**config.mk**
```make
export PLATFORM = sky130hd
export DESIGN_NAME = tick_timer
export DESIGN_NICKNAME = d
export VERILOG_FILES = /design/src/tick_timer_pkg.sv /design/src/tick_timer.sv
export VERILOG_INCLUDE_DIRS = /design/src
export SDC_FILE = /design/constraint.sdc
export NUM_CORES = 1
export LEC_CHECK = 0
export BUFFER_PORTS_ARGS = -buffer_cell sky130_fd_sc_hd__buf_2
export CORE_MARGIN = 4
export CORE_UTILIZATION = 43
export CTS_BUF_LIST = sky130_fd_sc_hd__clkbuf_16
export CTS_CLUSTER_SIZE = 24
export DETAILED_ROUTE_END_ITERATION = 6
export GPL_ROUTABILITY_DRIVEN = 0
export HOLD_SLACK_MARGIN = 0.08
export MAX_ROUTING_LAYER = met4
export PLACE_DENSITY = 0.79
export RECOVER_POWER = 50
export SYNTH_ARGS = -nofsm -noshare
export SYNTH_HDL_FRONTEND = slang
export SYNTH_SLANG_ARGS = --single-unit
```
**constraint.sdc**
```tcl
create_clock -name CLK -period 1.9 [get_ports CLK]
set_input_delay 0.19 -clock CLK [delete_from_list [all_inputs] [get_ports CLK]]
set_output_delay 0.19 -clock CLK [all_outputs]
set_load 0.02 [all_outputs]
```
**src/tick_timer_defs.svh**
```systemverilog
// offsets, field positions, reset values and timing counts of the tick timer
// assumes an apb slave with 32-bit data; offsets 0x08/0x09 are word indices
`ifndef TICK_TIMER_DEFS_SVH
`define TICK_TIMER_DEFS_SVH
`define TICK_IDX_STATUS_CONTROL 8'h08
`define TICK_IDX_COUNT_VALUE 8'h09
`define TICK_IDX_WATCHDOG_SERVICE 8'h0a
`define TICK_BIT_OVF_FLAG 7
`define TICK_BIT_PER_FLAG 6
`define TICK_BIT_OVF_IE 5
`define TICK_BIT_PER_IE 4
`define TICK_BIT_OVF_CLR 3
`define TICK_BIT_PER_CLR 2
`define TICK_RATE_RESET 2'h3
`define TICK_CHAIN_BITS 19
`define TICK_PRESCALE_BITS 2
`define TICK_PER_BASE_BIT 10
`define TICK_WDOG_LAST 3'h7
`endif

```
**src/tick_timer_pkg.sv**
```systemverilog
// types of the tick timer
// widths are written out here as literals; the defs header is not included
package tick_timer_pkg;
    typedef logic [1:0] rate_t;
    typedef struct packed {
        logic [18:0] chain;
        logic [2:0] wdog;
        logic wdog_reset;
        logic ovf_flag;
        logic per_flag;
        logic ovf_ie;
        logic per_ie;
        rate_t rate;
        logic per_tap;
        logic irq;
        logic pready;
        logic slverr;
        logic [31:0] prdata;
    } tick_state_t;
endpackage

```
**src/tick_timer.sv**
```systemverilog
// core tick timer: prescaler, 8-bit counter, periodic divider, watchdog base
// assumes an apb master on CLK and a synchronous active-high SRST
`timescale 1ns/1ps
`include "tick_timer_defs.svh"
module tick_timer (
    // clock and reset
    input wire logic CLK,
    input wire logic SRST,
    // apb slave
    input wire logic PSEL,
    input wire logic PENABLE,
    input wire logic PWRITE,
    input wire logic [31:0] PADDR,
    input wire logic [31:0] PWDATA,
    output logic [31:0] PRDATA,
    output logic PREADY,
    output logic PSLVERR,
    // events
    output logic IRQ,
    output logic WATCHDOG_RESET
);
    import tick_timer_pkg::*;

    tick_state_t s;
    tick_state_t next_s;
    logic access;
    logic wr;
    logic [7:0] idx;
    logic [7:0] ctl_rd;
    logic tap_now;
    logic ovf_event;
    logic per_event;
    logic wdog_clear;
    logic mapped;

    assign access = PSEL && PENABLE && !s.pready;
    assign wr = access && PWRITE && mapped;
    assign idx = PADDR[9:2];
    assign mapped = PADDR[1:0] == 2'h0 && PADDR[31:10] == 22'h0 &&
        (idx == `TICK_IDX_STATUS_CONTROL || idx == `TICK_IDX_COUNT_VALUE ||
         idx == `TICK_IDX_WATCHDOG_SERVICE);

    // chain is one binary counter; bit k toggles every 2^k bus clocks,
    // so a synchronous counter behaves like the ripple chain without skew
    assign ovf_event = &s.chain[9:0];
    // periodic base E/2048 is chain bit 10; taps are bits 10..13 falling
    always_comb begin
        unique case (s.rate)
            2'h0: tap_now = s.chain[`TICK_PER_BASE_BIT];
            2'h1: tap_now = s.chain[`TICK_PER_BASE_BIT + 1];
            2'h2: tap_now = s.chain[`TICK_PER_BASE_BIT + 2];
            default: tap_now = s.chain[`TICK_PER_BASE_BIT + 3];
        endcase
    end
    // tap falling edge = one period of 2^(11+n) elapsed; a tap switch mid
    // count can lose or add one event, software must service first
    assign per_event = s.per_tap && !tap_now;
    assign wdog_clear = wr && idx == `TICK_IDX_WATCHDOG_SERVICE &&
        !PWDATA[0];

    always_comb begin
        ctl_rd = 8'h00;
        ctl_rd[`TICK_BIT_OVF_FLAG] = s.ovf_flag;
        ctl_rd[`TICK_BIT_PER_FLAG] = s.per_flag;
        ctl_rd[`TICK_BIT_OVF_IE] = s.ovf_ie;
        ctl_rd[`TICK_BIT_PER_IE] = s.per_ie;
        ctl_rd[1:0] = s.rate; // clear bits stay zero
    end

    always_comb begin
        next_s = s;
        next_s.chain = s.chain + 19'h1;
        next_s.per_tap = tap_now;
        next_s.pready = access;
        next_s.slverr = access && !mapped;
        next_s.wdog_reset = 1'b0;
        if (wdog_clear) begin
            next_s.wdog = 3'h0;
        end else if (per_event) begin
            next_s.wdog = s.wdog + 3'h1;
            if (s.wdog == `TICK_WDOG_LAST) begin
                next_s.wdog_reset = 1'b1;
            end
        end
        if (wr && idx == `TICK_IDX_STATUS_CONTROL) begin
            next_s.ovf_ie = PWDATA[`TICK_BIT_OVF_IE];
            next_s.per_ie = PWDATA[`TICK_BIT_PER_IE];
            next_s.rate = PWDATA[1:0];
            if (PWDATA[`TICK_BIT_OVF_CLR]) begin
                next_s.ovf_flag = 1'b0;
            end
            if (PWDATA[`TICK_BIT_PER_CLR]) begin
                next_s.per_flag = 1'b0;
            end
        end
        // set beats a clear in the same cycle
        if (ovf_event) begin
            next_s.ovf_flag = 1'b1;
        end
        if (per_event) begin
            next_s.per_flag = 1'b1;
        end
        next_s.irq = (next_s.ovf_flag && next_s.ovf_ie) ||
            (next_s.per_flag && next_s.per_ie);
        next_s.prdata = 32'h0;
        if (access && !PWRITE && mapped) begin
            if (idx == `TICK_IDX_STATUS_CONTROL) begin
                next_s.prdata = {24'h0, ctl_rd};
            end else if (idx == `TICK_IDX_COUNT_VALUE) begin
                next_s.prdata = {24'h0, s.chain[9:2]};
            end
        end
        if (SRST) begin
            next_s = '0;
            next_s.rate = `TICK_RATE_RESET;
        end
    end

    always_ff @(posedge CLK) begin
        s <= next_s;
    end

    // unmapped addresses answer with an error, read zero, write nothing
    assign PRDATA = s.prdata;
    assign PREADY = s.pready;
    assign PSLVERR = s.slverr;
    assign IRQ = s.irq;
    assign WATCHDOG_RESET = s.wdog_reset;

    property p_ovf_period;
        @(posedge CLK) disable iff (SRST)
        ovf_event |=> !ovf_event [*8];
    endproperty
    a_ovf_period: assert property (p_ovf_period)
        else $error("overflow event repeated too soon");

    property p_ovf_flag;
        @(posedge CLK) disable iff (SRST)
        ovf_event |=> s.ovf_flag;
    endproperty
    a_ovf_flag: assert property (p_ovf_flag)
        else $error("overflow flag not set after wrap");

    property p_per_flag;
        @(posedge CLK) disable iff (SRST)
        per_event |=> s.per_flag;
    endproperty
    a_per_flag: assert property (p_per_flag)
        else $error("periodic flag not set after tap event");

    property p_irq;
        @(posedge CLK) disable iff (SRST)
        IRQ == ((s.ovf_flag && s.ovf_ie) || (s.per_flag && s.per_ie));
    endproperty
    a_irq: assert property (p_irq)
        else $error("interrupt does not match flags and enables");

    property p_per_irq;
        @(posedge CLK) disable iff (SRST)
        (s.per_flag && s.per_ie) |-> IRQ;
    endproperty
    a_per_irq: assert property (p_per_irq)
        else $error("periodic interrupt missing");

    property p_ovf_clear;
        @(posedge CLK) disable iff (SRST)
        (wr && idx == `TICK_IDX_STATUS_CONTROL && PWDATA[3] && !ovf_event)
        |=> !s.ovf_flag;
    endproperty
    a_ovf_clear: assert property (p_ovf_clear)
        else $error("overflow flag not cleared by write one");

    property p_per_clear;
        @(posedge CLK) disable iff (SRST)
        (wr && idx == `TICK_IDX_STATUS_CONTROL && PWDATA[2] && !per_event)
        |=> !s.per_flag;
    endproperty
    a_per_clear: assert property (p_per_clear)
        else $error("periodic flag not cleared by write one");

    property p_clear_bits_zero;
        @(posedge CLK) disable iff (SRST)
        PREADY && !PWRITE && idx == `TICK_IDX_STATUS_CONTROL |->
            PRDATA[3:2] == 2'h0;
    endproperty
    a_clear_bits_zero: assert property (p_clear_bits_zero)
        else $error("clear bits read nonzero");

    property p_reset_rate;
        @(posedge CLK)
        SRST |=> s.rate == 2'h3 && s.chain == 19'h0 && !s.ovf_ie;
    endproperty
    a_reset_rate: assert property (p_reset_rate)
        else $error("reset state wrong");

    property p_wdog_service;
        @(posedge CLK) disable iff (SRST)
        wdog_clear |=> s.wdog == 3'h0 ##1 !WATCHDOG_RESET;
    endproperty
    a_wdog_service: assert property (p_wdog_service)
        else $error("watchdog stage not cleared by service");

    // a periodic event lands only where every bit below its tap is zero
    property p_rate0_period;
        @(posedge CLK) disable iff (SRST)
        per_event && s.rate == 2'h0 && s.rate == $past(s.rate) |->
            s.chain[10:0] == 11'h0;
    endproperty
    a_rate0_period: assert property (p_rate0_period)
        else $error("periodic event off its 2^11 grid");

    property p_rate1_period;
        @(posedge CLK) disable iff (SRST)
        per_event && s.rate == 2'h1 && s.rate == $past(s.rate) |->
            s.chain[11:0] == 12'h0;
    endproperty
    a_rate1_period: assert property (p_rate1_period)
        else $error("periodic event off its 2^12 grid");

    property p_rate2_period;
        @(posedge CLK) disable iff (SRST)
        per_event && s.rate == 2'h2 && s.rate == $past(s.rate) |->
            s.chain[12:0] == 13'h0;
    endproperty
    a_rate2_period: assert property (p_rate2_period)
        else $error("periodic event off its 2^13 grid");

    property p_rate3_period;
        @(posedge CLK) disable iff (SRST)
        per_event && s.rate == 2'h3 && s.rate == $past(s.rate) |->
            s.chain[13:0] == 14'h0;
    endproperty
    a_rate3_period: assert property (p_rate3_period)
        else $error("periodic event off its 2^14 grid");

    property p_ovf_wrap;
        @(posedge CLK) disable iff (SRST)
        ovf_event |=> s.chain[9:0] == 10'h0;
    endproperty
    a_ovf_wrap: assert property (p_ovf_wrap)
        else $error("counter did not wrap after overflow");

    property p_count_read;
        @(posedge CLK) disable iff (SRST)
        access && !PWRITE && mapped && idx == `TICK_IDX_COUNT_VALUE |=>
            PRDATA[7:0] == $past(s.chain[9:2]);
    endproperty
    a_count_read: assert property (p_count_read)
        else $error("count read does not show the counter");

    property p_count_upper;
        @(posedge CLK) disable iff (SRST)
        access && !PWRITE && mapped |=> PRDATA[31:8] == 24'h0;
    endproperty
    a_count_upper: assert property (p_count_upper)
        else $error("upper read data not zero");

    property p_ovf_hold;
        @(posedge CLK) disable iff (SRST)
        !ovf_event && !(wr && idx == `TICK_IDX_STATUS_CONTROL && PWDATA[3])
        |=> $stable(s.ovf_flag);
    endproperty
    a_ovf_hold: assert property (p_ovf_hold)
        else $error("overflow flag changed without cause");

    property p_per_hold;
        @(posedge CLK) disable iff (SRST)
        !per_event && !(wr && idx == `TICK_IDX_STATUS_CONTROL && PWDATA[2])
        |=> $stable(s.per_flag);
    endproperty
    a_per_hold: assert property (p_per_hold)
        else $error("periodic flag changed without cause");

    property p_wdog_step;
        @(posedge CLK) disable iff (SRST)
        per_event && !wdog_clear |=> s.wdog == 3'($past(s.wdog) + 3'h1);
    endproperty
    a_wdog_step: assert property (p_wdog_step)
        else $error("watchdog stage did not count the event");

    property p_wdog_hold;
        @(posedge CLK) disable iff (SRST)
        !per_event && !wdog_clear |=> $stable(s.wdog);
    endproperty
    a_wdog_hold: assert property (p_wdog_hold)
        else $error("watchdog stage moved without cause");

    property p_wdog_timeout;
        @(posedge CLK) disable iff (SRST)
        per_event && !wdog_clear && s.wdog == 3'h7 |=> WATCHDOG_RESET;
    endproperty
    a_wdog_timeout: assert property (p_wdog_timeout)
        else $error("watchdog timeout not signalled");

    property p_wdog_pulse;
        @(posedge CLK) disable iff (SRST)
        WATCHDOG_RESET |=> !WATCHDOG_RESET;
    endproperty
    a_wdog_pulse: assert property (p_wdog_pulse)
        else $error("watchdog reset longer than one cycle");

    property p_pready_pulse;
        @(posedge CLK) disable iff (SRST)
        PREADY |=> !PREADY;
    endproperty
    a_pready_pulse: assert property (p_pready_pulse)
        else $error("ready longer than one cycle");

    property p_ie_reset;
        @(posedge CLK)
        SRST |=> !s.ovf_ie && !s.per_ie;
    endproperty
    a_ie_reset: assert property (p_ie_reset)
        else $error("enables not cleared by reset");

    property p_flag_reset;
        @(posedge CLK)
        SRST |=> !s.ovf_flag && !s.per_flag;
    endproperty
    a_flag_reset: assert property (p_flag_reset)
        else $error("flags not cleared by reset");

    property p_chain_reset;
        @(posedge CLK)
        SRST |=> s.chain == 19'h0 && s.wdog == 3'h0;
    endproperty
    a_chain_reset: assert property (p_chain_reset)
        else $error("chain not cleared by reset");

    property p_irq_ovf;
        @(posedge CLK) disable iff (SRST)
        (s.ovf_flag && s.ovf_ie) |-> IRQ;
    endproperty
    a_irq_ovf: assert property (p_irq_ovf)
        else $error("overflow interrupt missing");

    property p_slverr;
        @(posedge CLK) disable iff (SRST)
        access && !mapped |=> PSLVERR && PRDATA == 32'h0;
    endproperty
    a_slverr: assert property (p_slverr)
        else $error("unmapped access not refused");

    property p_rate_write;
        @(posedge CLK) disable iff (SRST)
        wr && idx == `TICK_IDX_STATUS_CONTROL |=>
            s.rate == $past(PWDATA[1:0]);
    endproperty
    a_rate_write: assert property (p_rate_write)
        else $error("rate select not written");

    property p_no_write_unmapped;
        @(posedge CLK) disable iff (SRST)
        access && PWRITE && !mapped |=>
            $stable(s.rate) && $stable(s.ovf_ie) && $stable(s.per_ie);
    endproperty
    a_no_write_unmapped: assert property (p_no_write_unmapped)
        else $error("unmapped write changed the control register");
endmodule // tick_timer

```
==> results of run 1 <==
[flip-flops by register name, indices dropped and copies added, names as in the netlist]
signal and count:
WATCHDOG_RESET 1, PRDATA 8, IRQ 1, PSLVERR 1, s 18, PREADY 1
ctl_rd 6
[where the power goes]
group          internal, mW  switching, mW  total [mW]
Sequential            0.763        0.00562       0.769
Clock                 0.468          0.276       0.744
Combinational        0.0487         0.0833       0.132
Total                  1.28          0.365        1.64
[cell usage in the layout (no fill, tap or decap), drive strengths merged, types with 4 or more instances in the layout]
master | synthesis | routed
xnor2 | 8 | 8
nor4 | 8 | 8
clkbuf | 2 | 19
inv | 6 | 6
conb | 1 | 24
nand3 | 6 | 6
dfxtp | 36 | 36
a21oi | 4 | 4
nor3 | 6 | 6
mux2i | 13 | 13
xor2 | 4 | 4
buf | 34 | 47
nand2 | 8 | 8
nor2 | 29 | 29
[metal layers]
| layer | vias to the layer above | track usage [%] |
|---|---|---|
| met3 | 4 | 4.29 |
| li1 | 719 | - |
| met5 | - | - |
| met1 | 610 | 17.6 |
| met4 | 0 | 5.22 |
| met2 | 42 | 23.3 |
[layout make-up]
| class | instances | area [um^2] |
|---|---|---|
| clock buffers | 5 | 125 |
| clock inverters | 2 | 7.51 |
| fillers | 396 | 1900 |
| inverters | 6 | 22.5 |
| multi-input cells | 140 | 857 |
| flip-flops and latches | 36 | 721 |
| well taps | 50 | 62.6 |
| repair buffers | 61 | 300 |
[cells in the mapped netlist, drive strengths merged]
cell | instances | area (um^2)
nand4bb | 1 | 11.3
xnor2 | 8 | 70.1
a211oi | 2 | 15.0
nand4 | 2 | 12.5
buf | 34 | 255
nand2b | 1 | 6.26
o31ai | 1 | 7.51
o21a | 1 | 7.51
nor3 | 6 | 30.0
nor3b | 1 | 7.51
a22oi | 1 | 7.51
dfxtp | 36 | 721
inv | 6 | 22.5
nor2 | 29 | 109
or3 | 1 | 6.26
o41ai | 1 | 8.76
nand2 | 8 | 30.0
xor2 | 4 | 35.0
mux2i | 13 | 130
nor4b | 1 | 8.76
o21ai | 2 | 10.0
a32o | 1 | 10.0
a21oi | 4 | 20.0
a21boi | 2 | 15.0
conb | 1 | 3.75
nor4 | 8 | 65.1
and3 | 3 | 18.8
nor2b | 2 | 12.5
mux2 | 2 | 22.5
o31a | 1 | 8.76
or4b | 1 | 13.8
ha | 3 | 37.5
clkbuf | 2 | 7.51
nand3 | 6 | 30.0
[cell families after synthesis]
group | Yosys count
fa+ha+maj | 3
xor+xnor | 12
buf+inv | 42
compound gates | 16
mux | 15
simple gates | 70
other cells | 1
flops | 36
[worst max-delay path: cells and delay by family, from the launching register on]
kind	cells	cell delay, ns
muxes	1	0.34
and+or+nand+nor	2	0.70
DFF	1	0.32
buffers and inverters	1	0.20
[worst max-delay path by stage]
stage / startpoint / to / slack [ns] / cells after the start
2_1_floorplan: PREADY / IRQ / 0.12 / 3
3_3_place_gp: PADDR[7] / IRQ / 0.06 / 6
3_5_place_dp: PADDR[7] / IRQ / 0.05 / 6
4_1_cts: PREADY / IRQ / 0.22 / 4
5_1_grt: s[49] / s[59] / 0.10 / 5
6_report: PREADY / IRQ / 0.23 / 4
==> results summary, run 1 <==
The worst register-to-register path has a setup slack of 0.23 ns. The die area is 0.00522 mm^2. The worst setup path is launched from a flop. The worst path setup slack after routing is between 0.2 and 0.25 ns.

Once placement finished, the instance area stood at 0.00199 mm^2. After legalization and detailed placement, the total HPWL measured 2820 um. The count of buffers inserted at the top-level ports is 54. The timing-limited maximum frequency is approximately 600 MHz.

The area of all placed cells without fillers came out at between 0.002 and 0.0025 mm^2. The maximum fanout count along the critical path is 7. Measured along the y axis, the die boundary spans 72.3 um. Overall power consumption after layout is estimated at 1.64 mW. For this design the ratio of total power to cell area is between 700 and 800 mW/mm^2. The slowest cell on the critical path is sky130_fd_sc_hd__or4b_4. The class of the tightest hold or removal check is primary input to flop. The first global-routing pass estimated roughly 5800 um of wire. The placement-stage worst setup slack came out at 0.0543 ns. For this design the static power due to leakage is 0.915 nW.

In the synthesized netlist, mux cells make up 8.59% of the area. The maximum level of the CTS H-tree came out at 2. The total of max-cap violations came out at 0.

Setup repair after global routing left no endpoint under its margin. The count of cells resized by post-cts repair came out at 0. The via density per instance is 4.58. The worst hold path stage count is 3. Dividing the detail-routed wire length by the instance count gives 11.8 um. For this block, the routed nets add up to approximately 3500 um of wire.

The number of buffers on the longest clock path came out at 2. The total routing resource utilization after global routing is 14.6%. The initial antenna violation count came out at 0.

The clock transition time at the flip-flop clock pins of the worst setup and hold paths is around 0.050 ns. The signed area change from the synthesized netlist to the final layout came out at 18.0%. The worst stage delay on the critical path came out at 0.56 ns. The total DRC errors in the routed layout came out at 0. The final number of hold-violating endpoints came out at 0.

The sink count of the clock tree came out at 36. The total iterations of the first detailed-routing run came out at 4. The synthesized design contains 36 register bits.

The worst setup path is captured at a flop. CTS placed an instance of sky130_fd_sc_hd__clkbuf_16 at the clock tree root. The worst register-to-register path ends at IRQ. The path with the worst hold slack has its endpoint at ctl_rd[1]. The floorplan step defined a core boundary enclosing 0.00400 mm^2. After Yosys synthesis, XOR and XNOR cells account for 5.92% of the synthesized area. After floorplanning, the core was divided into 23 placement rows. The die span in x is between 70 and 80 um.

The area of the mapped netlist came out at 0.00178 mm^2. Data on the critical path arrives at its endpoint at 1.83 ns. The worst flop-to-flop path startpoint is PREADY. The adder-cell share of the synthesized area is 2.11%. The distinct cell type count of the synthesized netlist came out at 38. The routed metal-1 wire length came out at about 1500 um.

The initial utilization of the core area, before any placement, comes to 44.4%. The worst setup skew after layout came out at 0.00347 ns. The critical path goes through or4b_4, nor4_4, buf_4, mux2_2. The sequential share of the synthesized area is about two fifths.

The CTS buffer count is 5. The synthesized netlist devotes 20.4% of its cell area to simple gates. The via total after detailed routing came out at roughly 1400. The compound-gate portion of the synthesized area came out at 6.20%. For the worst setup path, the data required time is 2.06 ns. The worst hold slack across all endpoints came out at between 0.1 and 0.15 ns. Yosys printed 0 warnings. The post-layout minimum cycle time is 1.67 ns. The flow ran to the end, and the final reports show no timing, DRC or antenna violations. The number of cells on the worst reg-to-reg path is 4.

The number of global-route vias before repair is 1341. TritonCTS built the clock tree. Entering global routing, the biggest net connects 22 pins.

IR analysis of the VDD net gives a maximum drop of 0.000463 V. The number of slew-limit violations in the final report came out at 0. Hold repair after CTS inserted 0 buffers. The number of setup violations in the final report came out at 0.

The DRC marker count from the first detailed-route iteration came out at 67. Wire segments on met2 add up to 1730 um in the final route. The mean instance size in the synthesized netlist is 9.11 um^2. After synthesis, the largest family of logic cells by area is simple AND/OR/NAND/NOR gates. The final cycle utilization of the critical path came out at 87.8%. The proportion of layout cells with a drive suffix above 1 came out at 22.4%. The antenna violation net count after detailed routing is 0.

The share of the core filled with cells came out at a little over half. The worst-skew pair later-pin latency came out at between 0.2 and 0.3 ns. The repair_antennas step left the layout with diodes totalling 0. The startpoint of the most critical hold path is PWDATA[1]. The top-level port count came out at 105.

The highest routing layer actually used is met4. The amount of wire on met3 after detailed routing is 245 um. At the end of the flow, the number of nets in the layout was between 300 and 400. The post-synthesis cell count is 195. Adding up every negative setup slack in the final design gives 0 ns. The category of the most critical setup path is flop to flop.

The number of placed instances, taps included came out at 293. The non-filler instance count after layout is 300. The total global routing overflow is 0.

The post-CTS setup-driven buffer insertion count is 0.
Note: power is estimated with default switching activity, not from simulation.
==> run 2, diff against run 1 <==
- ABC_AREA: default -> 1
- CORE_UTILIZATION: 43 -> 44
- PLACE_DENSITY: 0.79 -> 0.8
==> run 2 against run 1 <==
Sequential share of layout area is 1.2 points lower. Register-to-register slack better by 0.06 ns. Power increased by 9.7%. Combinational power grew 5%. Maximum frequency increased by 3.4%. Sequential power hardly changed. Critical path depth up 6. Clock power rose by 21%. Via count is 17% higher. Core utilization grew 1.1 points. Area after synthesis grew 5.8%. Critical path type unchanged. Critical endpoint is now s[56]. Largest power group is now clock.
==> results summary, run 2 <==
The timing-limited maximum frequency is 620 MHz (+3.4%). The worst flop-to-flop path startpoint is s[46]. The clock transition time at the flip-flop clock pins of the worst setup and hold paths is 0.05 ns (about the same). The worst path setup slack after routing came to 0.287 ns (+0.0550 ns).

The cell count along the critical path is 10 (+6). The final cycle utilization of the critical path is 84.9% (-2.9 points). The count of synthesis-stage warnings from yosys was 0 (unchanged). The global-route met3 utilization is 5.47% (+1.2 points). Setup repair after global routing left no endpoint under its margin.

The required time at the endpoint of the critical path came out at 2.07 ns (about the same). The cell depth of the worst flop-to-flop path was 10 (+6). The total routing resource utilization after global routing is 15.5% (+0.87 points). The count of buffers inserted at the top-level ports came to 54 (unchanged). The number of slew-limit violations in the final report is 0 (unchanged).

The family of cells with the greatest summed delay on the critical path is simple AND/OR/NAND/NOR gates. The setup slack of the most critical reg-to-reg path is 0.29 ns (+0.06 ns). The maximum level of the CTS H-tree is 2 (unchanged). The placeable core region is 0.00406 mm^2 (+1.4%).

The number of global-route vias before repair is 1469 (+9.5%). The library cells used most frequently in the layout, excluding fill and tap cells, are sky130_fd_sc_hd__buf_2, sky130_fd_sc_hd__nand2_1, sky130_fd_sc_hd__dfxtp_1, sky130_fd_sc_hd__nor2_1, sky130_fd_sc_hd__inv_1. The CTS buffer count is 5 (unchanged). The first-pass GRT wire length is 6250 um (+7.1%). The layer flagged by global routing as most heavily used is met2. The initial antenna violation count is 0 (unchanged). By startpoint and endpoint, the worst setup path is classified as flop to flop. The die span in x came out at 73.4 um (+1.5%). The cell sitting at the root of the clock tree is a sky130_fd_sc_hd__clkbuf_16.

The leading cell type in the layout, fill and taps excluded is sky130_fd_sc_hd__buf_2. The count of cells resized by post-cts repair came to 0 (unchanged). TritonCTS built the clock tree. The effective utilization at floorplan came out at 46.3% (+1.9 points).

The capture point of the worst reg-to-reg path is s[56]. The antenna violation net count after detailed routing is 0 (unchanged). The sequential share of the synthesized area is 38.3% (-2.2 points). The cell leakage power came out at 0.974 nW (+6.5%).

The via total after detailed routing was 1611 (+17%). The worst hold slack across all endpoints came out at 0.140 ns (+0.00861 ns). The dominant synthesized flop cell is sky130_fd_sc_hd__dfxtp_1. The count of hold buffers inserted by post-cts repair came to 0 (unchanged). The flow ran to the end, and the final reports show no timing, DRC or antenna violations. The final total negative setup slack is 0 ns (unchanged). By instance count, the leading cell after synthesis is sky130_fd_sc_hd__nand2_1. The final antenna diode count came to 0 (unchanged). The sink count of the clock tree is 36 (unchanged). The height of the chip is 73.4 um (+1.5%). The critical path ends at s[56].

The distinct cell type count of the synthesized netlist came to 24 (-37%). The total of max-cap violations came out at 0 (unchanged). STA classifies the critical path endpoint as a flop. The area of the mapped netlist is 0.00188 mm^2 (+5.8%). The number of buffers on the longest clock path is 2 (unchanged). The most area-hungry cell type in the Yosys netlist is sky130_fd_sc_hd__dfxtp_1. The number of storage elements in the synthesis netlist came to 36 (unchanged). The DRC marker count from the first detailed-route iteration came out at 105 (+57%). Among all stages on the critical path, the largest delay is contributed by sky130_fd_sc_hd__dfxtp_1.

The fraction of synthesized cell area taken by the top area cell type came out at 38.3% (-2.2 points). The met2 routing resource usage after global routing came out at 26.3% (+3.1 points). The critical path buffer and inverter count came out at 2 (+1). Sorting the synthesized cells by area gives the leading types as sky130_fd_sc_hd__dfxtp_1, sky130_fd_sc_hd__buf_4, sky130_fd_sc_hd__nand2_1.

The total DRC errors in the routed layout came out at 0 (unchanged). The total global routing overflow is 0 (unchanged). The global routing usage on met1 is 16.5% (-1.0 points). The die area is 0.00538 mm^2 (+3.1%).

Ranked by flip-flop count, first place goes to s. The post-layout minimum cycle time came to 1.61 ns (-0.0550 ns). The worst hold path stage count came out at 3 (unchanged). Sorting the synthesized cells by how often they occur yields sky130_fd_sc_hd__nand2_1, sky130_fd_sc_hd__dfxtp_1, sky130_fd_sc_hd__nor2_1. Tracing the worst setup path back leads to its startpoint at s[46]. The placement-stage worst setup slack is 0.262 ns (+0.207 ns). The data arrival time of the critical path was 1.78 ns (-0.05 ns). The final number of hold-violating endpoints is 0 (unchanged). The maximum fanout count along the critical path is 4 (-3). The sum of net half-perimeters after detailed placement is 3000 um (+6.5%).

The worst setup skew after layout was 0.00358 ns (+0.000113 ns). The top-level port count is 105 (unchanged). The post-CTS setup-driven buffer insertion count came out at 0 (unchanged). The number of setup violations in the final report is 0 (unchanged). The mean instance size in the synthesized netlist came to 7.37 um^2 (-19%). The total iterations of the first detailed-routing run came out at 4 (unchanged). The flip-flop count of the largest register after layout came out at 18 (unchanged). The number of enable-type register cells in the synthesized netlist came out at 0 (unchanged). The wire length after detailed routing is 3740 um (+6.0%). The via density per instance was 4.53 (-1.3%). The async set or reset register ratio after synthesis is 0% (unchanged).

The net total in the final layout was 377 (+17%). The worst-skew pair later-pin latency is 0.28 ns (about the same). The final routed wire length divided by cell count is 10.5 um (-11%). The kind of start point of the critical path is a flop. Traced cell by cell, the critical path runs through ha_1, nand2_1, inv_1, nand2_1, nor2_1, nand4_1, nor2_1, inv_1, o21ai_0, a21oi_1.

The power per unit of standard cell area is 831 mW/mm^2 (+5.9%). The proportion of layout cells with a drive suffix above 1 is 22.2% (-0.18 points). In this run the worst hold path is classified as primary input to flop. The worst stage delay on the critical path is 0.35 ns (-0.21 ns). The placement row count is 23 (unchanged). The maximum number of pins on one net before global-route repair came to 17 (-23%).

The worst-case vdd ir drop was 0.000453 V (-2.2%). The post-synthesis cell count came out at 255 (+31%). The area growth from synthesis to layout is 15.4%.
-- run 2: metrics by stage --
stage | instances | cell area, um^2 | utilization (%) | power [mW]
CTS | 356 | 2210 | 54.6 | 1.82
finish | 356 | 2170 | 53.5 | 1.80
floorplan | 278 | 1970 | - | 0.908
global route | 356 | 2170 | 53.5 | 1.88
global placement | 348 | 2050 | 50.6 | 0.920
detailed placement | 348 | 2050 | 50.6 | 0.923
-- run 2: worst min path at each step --
stage                         start         to  slack, ns
after floorplan           PWDATA[0]  ctl_rd[0]       0.32
after global placement    PWDATA[1]  ctl_rd[1]       0.42
after CTS                 PWDATA[1]  ctl_rd[1]       0.14
after global routing      PWDATA[0]  ctl_rd[0]       0.15
after detailed placement  PWDATA[1]  ctl_rd[1]       0.42
final                     PWDATA[1]  ctl_rd[1]       0.14
-- run 2: area by class of cell --
type | count | area (um^2)
clock buffer | 5 | 125
clock inverter | 3 | 37.5
tap | 50 | 62.6
fill | 396 | 1890
timing repair buffer | 54 | 254
inverter | 33 | 124
sequential | 36 | 721
multi-input combinational | 175 | 847
-- run 2: routing by layer --
metal	wire length, um	up-vias	part of all wire (%)
li1	-	852	-
met2	1910	40	51
met4	93	0	2.5
met5	0	-	0
met1	1500	709	40
met3	235	10	6.3
-- run 2: kinds of logic after synthesis --
logic type	after synthesis	synth area share (%)
compound gates	33	9.78
xor+xnor	1	0.466
fa+ha+maj	3	2.00
buf+inv	67	19.8
flops	36	38.3
other cells	1	0.199
simple gates	114	29.5
-- run 2: power by group --
part	internal, mW	switching, mW
Clock	0.609	0.289
Combinational	0.0462	0.0929
Sequential	0.763	0.00454
-- run 2: worst min-delay path, cell delays in order --
cell and delay, ns:
sky130_fd_sc_hd__buf_2 0.08, sky130_fd_sc_hd__nand2_1 0.04, sky130_fd_sc_hd__o211ai_1 0.07
